==> config.mk <==
export PLATFORM = sky130hd
export DESIGN_NAME = standby_reset_control
export DESIGN_NICKNAME = d
export VERILOG_FILES = /design/src/hdl/standby_reset_pkg.sv /design/src/hdl/sleep_pin_sync.sv /design/src/hdl/standby_reset_control.sv
export VERILOG_INCLUDE_DIRS = /design/src /design/src/hdl
export SDC_FILE = /design/constraint.sdc
export NUM_CORES = 1
export LEC_CHECK = 0
export BUFFER_PORTS_ARGS = -buffer_cell sky130_fd_sc_hd__buf_2
export CAP_MARGIN = 20
export CORE_MARGIN = 3
export CORE_UTILIZATION = 46
export CTS_CLUSTER_SIZE = 12
export DETAILED_ROUTE_END_ITERATION = 10
export PLACE_DENSITY = 0.77
export SLEW_MARGIN = 15
export SYNTH_ARGS = -nofsm -noshare
export SYNTH_HDL_FRONTEND = slang
export SYNTH_SLANG_ARGS = --single-unit
==> constraint.sdc <==
create_clock -name ref_clk -period 1.9 [get_ports ref_clk]
set_input_delay 0.285 -clock ref_clk [delete_from_list [all_inputs] [get_ports ref_clk]]
set_output_delay 0.285 -clock ref_clk [all_outputs]
set_load 0.01 [all_outputs]
==> src/hdl/standby_reset_consts.svh <==
`ifndef STANDBY_RESET_CONSTS_SVH
`define STANDBY_RESET_CONSTS_SVH

// Register offsets on the two-wire port
`define STBY_CTRL_OFFSET 16'h0018
`define SYS_RESET_OFFSET 16'h001A
// Field positions
`define STBY_REQ_BIT 0
`define STBY_DONE_BIT 14
`define SOFT_RESET_BIT 0
// Reset values
`define STBY_CTRL_RESET 16'h0000
// Entry timing beyond the frame, in input clock cycles
`define ENTRY_EXTRA_MIN 16742
`define ENTRY_EXTRA_MAX 17032
`define ENTRY_EXTRA_USED 16900
// Frame length default, in input clock cycles
`define FRAME_CYCLES_DEFAULT 6600000
// Power-on and soft reset hold: final count, so reset lasts 17 cycles
`define RESET_HOLD_CYCLES 16

`endif

==> src/hdl/standby_reset_pkg.sv <==
`default_nettype none

package standby_reset_pkg;

	// Top-level operating state
	typedef enum logic [2:0] {
		ST_RESET = 3'b000,
		ST_RUN = 3'b001,
		ST_ENTER = 3'b011,
		ST_STANDBY = 3'b010,
		ST_EXIT = 3'b110
	} mode_t;

	// Register access from the two-wire port
	typedef struct packed {
		logic wrStrobe;
		logic [15:0] addr;
		logic [15:0] wrData;
	} reg_req_t;

	// Video pad control toward the pad ring
	typedef struct packed {
		logic [7:0] parOe;
		logic pixOe;
		logic qualOe;
		logic [3:0] serOe;
		logic [3:0] serOut;
	} pad_ctrl_t;

endpackage

`default_nettype wire
==> src/hdl/sleep_pin_sync.sv <==
`timescale 1ns/100ps
`default_nettype none

module sleep_pin_sync (
	input wire logic ref_clk,
	input wire logic rst_n,
	input wire logic pinIn,
	output logic pinSync
);

	typedef struct packed {
		logic stage1;
		logic stage2;
	} sync_state_t;

	sync_state_t state_q;
	sync_state_t state_d;

	// Two-flop chain, first stage only feeds the second
	always_comb begin
		state_d = state_q;
		state_d.stage1 = pinIn;
		state_d.stage2 = state_q.stage1;
	end

	always_ff @(posedge ref_clk or negedge rst_n) begin
		if (!rst_n) begin
			state_q <= '0;
		end else begin
			state_q <= state_d;
		end
	end

	assign pinSync = state_q.stage2;

endmodule

`default_nettype wire

==> src/hdl/standby_reset_control.sv <==
`timescale 1ns/100ps
`default_nettype none
`include "standby_reset_consts.svh"

module standby_reset_control #(
	parameter int unsigned FRAME_CYCLES = `FRAME_CYCLES_DEFAULT,
	parameter int unsigned ENTRY_EXTRA = `ENTRY_EXTRA_USED
) (
	input wire logic ref_clk,
	input wire logic rst_n,
	input wire logic sleepReqPin,
	input wire standby_reset_pkg::reg_req_t regReq,
	input wire logic [15:0] regAddrRd,
	output logic [15:0] regRdData,
	input wire logic serialMode,
	output logic coreRun,
	output logic pipeRun,
	output logic portRun,
	output logic clockGateEn,
	output logic internalReset,
	output standby_reset_pkg::pad_ctrl_t padCtrl
);

	localparam int CW = 24;
	localparam int RW = 5;

	typedef struct packed {
		standby_reset_pkg::mode_t mode;
		logic hardSleep;
		logic stbyReq;
		logic stbyDone;
		logic [RW-1:0] rstCnt;
		logic [CW-1:0] entryCnt;
		logic afterReset;
	} ctrl_state_t;

	ctrl_state_t state_q;
	ctrl_state_t state_d;
	logic sleepSync;
	logic softRstWr;
	logic stbyWr;
	logic wantSleep;
	logic [CW-1:0] entryTarget;

	sleep_pin_sync syncSleep (
		.ref_clk(ref_clk),
		.rst_n(rst_n),
		.pinIn(sleepReqPin),
		.pinSync(sleepSync)
	);

	// Register write decode, port dead in hard standby
	// Port shut down
	assign softRstWr = regReq.wrStrobe && !state_q.hardSleep
		&& regReq.addr == `SYS_RESET_OFFSET && regReq.wrData[`SOFT_RESET_BIT];
	assign stbyWr = regReq.wrStrobe && !state_q.hardSleep && regReq.addr == `STBY_CTRL_OFFSET;
	assign wantSleep = sleepSync || state_q.stbyReq;
	assign entryTarget = CW'(FRAME_CYCLES + ENTRY_EXTRA);

	// Next-state logic
	always_comb begin
		state_d = state_q;
		if (stbyWr) begin
			state_d.stbyReq = regReq.wrData[`STBY_REQ_BIT];
		end
		case (state_q.mode)
			standby_reset_pkg::ST_RESET: begin
				state_d.stbyDone = 1'b0;
				state_d.hardSleep = 1'b0;
				state_d.stbyReq = 1'b0;
				if (state_q.rstCnt == RW'(`RESET_HOLD_CYCLES)) begin
					state_d.mode = standby_reset_pkg::ST_RUN;
					state_d.afterReset = 1'b1;
				end else begin
					state_d.rstCnt = state_q.rstCnt + 1'b1;
				end
			end
			standby_reset_pkg::ST_RUN: begin
				state_d.entryCnt = '0;
				if (wantSleep) begin
					state_d.mode = standby_reset_pkg::ST_ENTER;
					state_d.hardSleep = sleepSync;
				end
			end
			standby_reset_pkg::ST_ENTER: begin
				state_d.hardSleep = state_q.hardSleep || sleepSync;
				if (state_q.entryCnt == entryTarget - 1'b1) begin
					state_d.mode = standby_reset_pkg::ST_STANDBY;
					state_d.stbyDone = 1'b1;
				end else begin
					state_d.entryCnt = state_q.entryCnt + 1'b1;
				end
			end
			standby_reset_pkg::ST_STANDBY: begin
				// Only the pin wakes hard standby
				if (state_q.hardSleep) begin
					if (!sleepSync) begin
						state_d.mode = standby_reset_pkg::ST_EXIT;
					end
				end else if (!state_q.stbyReq && !sleepSync) begin
					state_d.mode = standby_reset_pkg::ST_EXIT;
				end
			end
			standby_reset_pkg::ST_EXIT: begin
				state_d.stbyDone = 1'b0;
				state_d.hardSleep = 1'b0;
				state_d.mode = standby_reset_pkg::ST_RUN;
			end
			default: begin
				state_d.mode = standby_reset_pkg::ST_RESET;
			end
		endcase
		if (softRstWr) begin
			state_d = '0;
		end
	end

	// State register
	always_ff @(posedge ref_clk or negedge rst_n) begin
		if (!rst_n) begin
			state_q <= '0;
		end else begin
			state_q <= state_d;
		end
	end

	// Register readback
	always_comb begin
		regRdData = 16'h0000;
		if (regAddrRd == `STBY_CTRL_OFFSET) begin
			regRdData[`STBY_REQ_BIT] = state_q.stbyReq;
			regRdData[`STBY_DONE_BIT] = state_q.stbyDone;
		end
	end

	// Block enables
	// Port alive in soft standby
	assign internalReset = state_q.mode == standby_reset_pkg::ST_RESET;
	assign coreRun = state_q.mode == standby_reset_pkg::ST_RUN
		|| state_q.mode == standby_reset_pkg::ST_ENTER;
	assign pipeRun = coreRun;
	assign portRun = !internalReset && !state_q.hardSleep;
	assign clockGateEn = state_q.hardSleep && state_q.mode == standby_reset_pkg::ST_STANDBY;

	// Video pad states
	// Tri-state in reset, serial low after
	always_comb begin
		padCtrl = '0;
		if (!internalReset && state_q.afterReset) begin
			if (serialMode) begin
				padCtrl.serOe = 4'hF;
			end else if (coreRun) begin
				padCtrl.parOe = 8'hFF;
				padCtrl.pixOe = 1'b1;
				padCtrl.qualOe = 1'b1;
			end
		end
	end

	// Entry ends exactly at the frame plus ENTRY_EXTRA
	entry_time_a: assert property (@(posedge ref_clk) disable iff (!rst_n)
		$rose(state_q.stbyDone) |-> state_q.entryCnt == entryTarget - 1'b1)
		else $error("standby done at wrong count");

	// Hard standby held while pin high
	hard_hold_a: assert property (@(posedge ref_clk) disable iff (!rst_n)
		state_q.mode == standby_reset_pkg::ST_STANDBY && state_q.hardSleep && sleepSync
		|=> state_q.mode == standby_reset_pkg::ST_STANDBY)
		else $error("hard standby left early");

	reset_pads_a: assert property (@(posedge ref_clk) disable iff (!rst_n)
		internalReset |-> padCtrl == '0)
		else $error("pad driven in reset");

	lp_zero_a: assert property (@(posedge ref_clk) disable iff (!rst_n)
		state_q.mode == standby_reset_pkg::ST_STANDBY |-> padCtrl.serOut == 4'h0
		&& padCtrl.parOe == 8'h00)
		else $error("link not in deep sleep");

	soft_reset_a: assert property (@(posedge ref_clk) disable iff (!rst_n)
		softRstWr |=> internalReset && !state_q.stbyDone)
		else $error("soft reset ignored");

	port_off_a: assert property (@(posedge ref_clk) disable iff (!rst_n)
		clockGateEn |-> !portRun && !pipeRun)
		else $error("port alive in hard standby");

	soft_port_a: assert property (@(posedge ref_clk) disable iff (!rst_n)
		state_q.mode == standby_reset_pkg::ST_STANDBY && !state_q.hardSleep
		|-> portRun && !coreRun)
		else $error("soft standby state wrong");

	done_clear_a: assert property (@(posedge ref_clk) disable iff (!rst_n)
		state_q.mode == standby_reset_pkg::ST_EXIT && !softRstWr |=> !state_q.stbyDone
		&& state_q.mode == standby_reset_pkg::ST_RUN)
		else $error("done bit not cleared");

	// Shared pads never driven by both modes
	pad_excl_a: assert property (@(posedge ref_clk) disable iff (!rst_n)
		padCtrl.serOe != 4'h0 |-> padCtrl.parOe[7:6] == 2'b00 && !padCtrl.qualOe)
		else $error("shared pad driven twice");

	// Synced pin request starts hard entry
	hard_req_a: assert property (@(posedge ref_clk) disable iff (!rst_n)
		state_q.mode == standby_reset_pkg::ST_RUN && sleepSync && !softRstWr
		|=> state_q.mode == standby_reset_pkg::ST_ENTER && state_q.hardSleep)
		else $error("pin request not taken");

	por_hold_a: assert property (@(posedge ref_clk) disable iff (!rst_n)
		$fell(internalReset) |-> $past(state_q.rstCnt) == RW'(`RESET_HOLD_CYCLES))
		else $error("reset hold wrong");

endmodule

`default_nettype wire

==> flow_summary_export.csv <==
group,metric,value,unit
setup_path,reg2reg_from,"state_q[6]",
place,place_inst,427,
drt,first_pass_iters,4,
logic_synthesis,synth.area.mux_share,5.68,%
grt,grt_pass1_wl,10.1,mm
floorplan,die_h,81.8,um
drt,drt-initial-drc-count,185,
clocking,cts_max_level,2,
drt,drc,0,
power_and_ir_drop,powerDensity,921,nW/um^2
final_layout,mostFrequentLayoutCells,"buf_2, dfrtp_1, nand3_1",
clocking,cts.sinks,38,
place,place.gp.congestion,0.858,
hold_path,hp-start,"sleepReqPin",
final_layout,final_common_cell,"buf_2",
setup_path,cp-end-kind,"register",
job,maxCapViolCount,0,
logic_synthesis,synthArstFlopShare,100,%
sta,slew_viol_final,0,
logic_synthesis,synth_cells,303,
setup_path,cp-start-kind,"register",
final_layout,nets,422,
grt,grt_usage,19.1,%
logic_synthesis,synth_ff_type,"dfrtp_1",
sta,skew,6.53,ps
clocking,clkLatencyLatePin,290,ps
sta,hold_violations,0,
sta,fin_crit,1820,ps
setup_path,regToRegSetupSlack,80,ps
floorplan,start_util,49.6,%
clocking,clk_pin_slew_worst_paths,70,ps
clocking,cts-root-buf,"clkbuf_8",
power_and_ir_drop,leakage,1.41,nW
final_layout,fill_cells,492,
setup_path,reg2reg_depth,5,
hold_path,hold_path_depth,1,
logic_synthesis,synth_compound_area_share,10.9,%
grt,grt_pass1_vias,2204,
power_and_ir_drop,ir_drop,0.000603,V
setup_path,r2r-end,"state_q[1]",
drt,drt_wl_total,6.13,mm
sta,fin_crit_sh,95.8,%
final_layout,final_cell_area,3130,sq um
hold_path,holdCritPathClass,"input port to register",
final_layout,post_route_cells_drive_above_1_share,28.6,%
logic_synthesis,synth_area_per_cell,8.73,sq um
logic_synthesis,netlist_area,2650,sq um
logic_synthesis,ys_ff_latch,38,
floorplan,io_pins,92,
clocking,cts_buffers,5,
outcome,status,"finished, final reports clean",
clocking,cts_tree,"done",
grt,antenna_found_initial,0,
hold_path,hold_end,"syncSleep.state_d[0]",
clocking,cts_buffer_depth,2,
logic_synthesis,synth_top_family_by_area,"simple AND/OR/NAND/NOR gates",
grt,grt.overflow.total,0,
logic_synthesis,synth-edff-count,0,
floorplan,fp.dieW,81.8,um
logic_synthesis,synthDistinctLibCells,49,
grt,grt_max_degree,30,
sta,rsz0062_at_grt,"yes",
setup_path,critical_path_class,"register to register",
drt,vias,2434,
logic_synthesis,synth-xor-area-share,2.65,%
final_layout,antenna_cells,0,
logic_synthesis,synth_seq_area_share,36.0,%
drt,via_per_inst,5.57,
floorplan,fp.coreArea,5340,sq um
final_layout,fin_cells,437,
place,io_buffers,58,
place,dp_hpwl,4.61,mm
floorplan,die-area,6700,sq um
drt,detail_route.wl_per_cell,14.0,um
place,place_area,2990,sq um
setup_path,cp.required,2120,ps
drt,drtAntennaViolNets,0,
clocking,post-cts-setup-buffer-count,0,
setup_path,arrival,2040,ps
logic_synthesis,synth_warnings,0,
logic_synthesis,synthAdderAreaFrac,1.42,%
sta,max_clock_freq,549,MHz
final_layout,synthToLayoutAreaGrowth,18.2,%
logic_synthesis,yosys.area_share.simple,30.3,%
sta,setup_viol,0,
setup_path,cp_max_fo,7,
floorplan,core.rowCount,26,
[stage by stage]
stage                     util (%)  hold WS [ps]  TNS (ps)  total power, mW  setup slack (ps)
after floorplan                  -         -10.6         0             1.97              66.0
after global placement        56.0           260     -1540             2.24              -165
after detailed placement      56.0           259     -1960             2.29              -205
after CTS                     57.9          98.3         0             2.86              12.5
after global routing          58.6          90.1     -27.8             3.09             -26.7
final                         58.6           105         0             2.88              79.3
[worst max path at each step]
stage / start / to / slack (ps)
2_1_floorplan: regReq[23] / state_q[14] / 70
3_3_place_gp: regReq[23] / state_q[17] / -170
3_5_place_dp: regReq[23] / state_q[7] / -210
4_1_cts: state_q[35] / padCtrl[10] / 10
5_1_grt: regReq[24] / state_q[14] / -30
6_report: state_q[6] / state_q[1] / 80
[repair_timing]
item | 4_1_cts | 5_1_grt
gates resized for setup | 0 | 5
endpoints found under the setup margin | 0 | 19
hold buffers | 1 | 0
endpoints found under the hold margin | 17 | 0
[critical path, cell delays in order, from the launching register on]
cell     delay [ps]
dfrtp_1         470
nor4b_2         340
nand4_1         170
or4_1           480
a21o_1          190
a21oi_1         110
[flip-flops by register name (all words and copies together), names as in the netlist]
name / count
state_q: 36
syncSleep.pinSync: 1
syncSleep.state_d: 1
[cell families after synthesis]
logic type               Yosys count
AO/OA/AOI/OAI                     46
XOR/XNOR                           8
adder cells (fa/ha/maj)            3
buffers and inverters             57
flip-flops                        38
multiplexers                      15
other                              1
AND/OR/NAND/NOR                  135
[power by group]
group | switching (mW) | internal (mW) | leakage [nW]
registers | 0.159 | 0.942 | 0.494
logic | 0.684 | 0.523 | 0.866
clock network | 0.278 | 0.293 | 0.0482
total | 1.12 | 1.76 | 1.41
[cell usage after synthesis (all sizes together) (2+ instances only)]
master | count | area (sq um)
xor2 | 4 | 35.0
ha | 3 | 37.5
buf | 39 | 275
nor4 | 7 | 73.8
a21boi | 2 | 15.0
o21ai | 9 | 45.0
nor4b | 3 | 26.3
nor3b | 2 | 15.0
mux2i | 15 | 150
nand3 | 28 | 145
nand2b | 4 | 25.0
clkbuf | 6 | 22.5
and3 | 2 | 12.5
o31ai | 3 | 22.5
nor4bb | 3 | 30.0
xnor2 | 4 | 35.0
and4 | 4 | 35.0
nand2 | 23 | 86.3
nor2 | 20 | 75.1
dfrtp | 38 | 951
a211oi | 5 | 37.5
nor3 | 6 | 35.0
and2 | 3 | 20.0
a21o | 2 | 16.3
inv | 12 | 45.0
o211ai | 3 | 22.5
nand4 | 7 | 43.8
a21oi | 17 | 85.1
or4 | 5 | 41.3
nand3b | 11 | 82.6
nor2b | 2 | 12.5
[layer usage]
| metal | share of wire (%) | wire length (um) | global-route usage, % |
|---|---|---|---|
| met1 | 45 | 2780 | 26.1 |
| met2 | 47 | 2900 | 30.6 |
| met4 | 1.6 | 99 | 6.64 |
| met3 | 5.8 | 353 | 3.29 |
| met5 | 0 | 0 | 0 |
[cell type report]
| cell class | instances | area, sq um | share of cell area, % |
|---|---|---|---|
| clock buffers | 7 | 86.3 | 2.76 |
| flip-flops and latches | 38 | 951 | 30.4 |
| inverters | 12 | 45.0 | 1.44 |
| repair buffers | 83 | 493 | 15.8 |
| clock inverters | 1 | 5.00 | 0.160 |
| multi-input cells | 226 | 1460 | 46.7 |
| well taps | 70 | 87.6 | 2.80 |
Note: power is estimated with default switching activity, not from simulation.
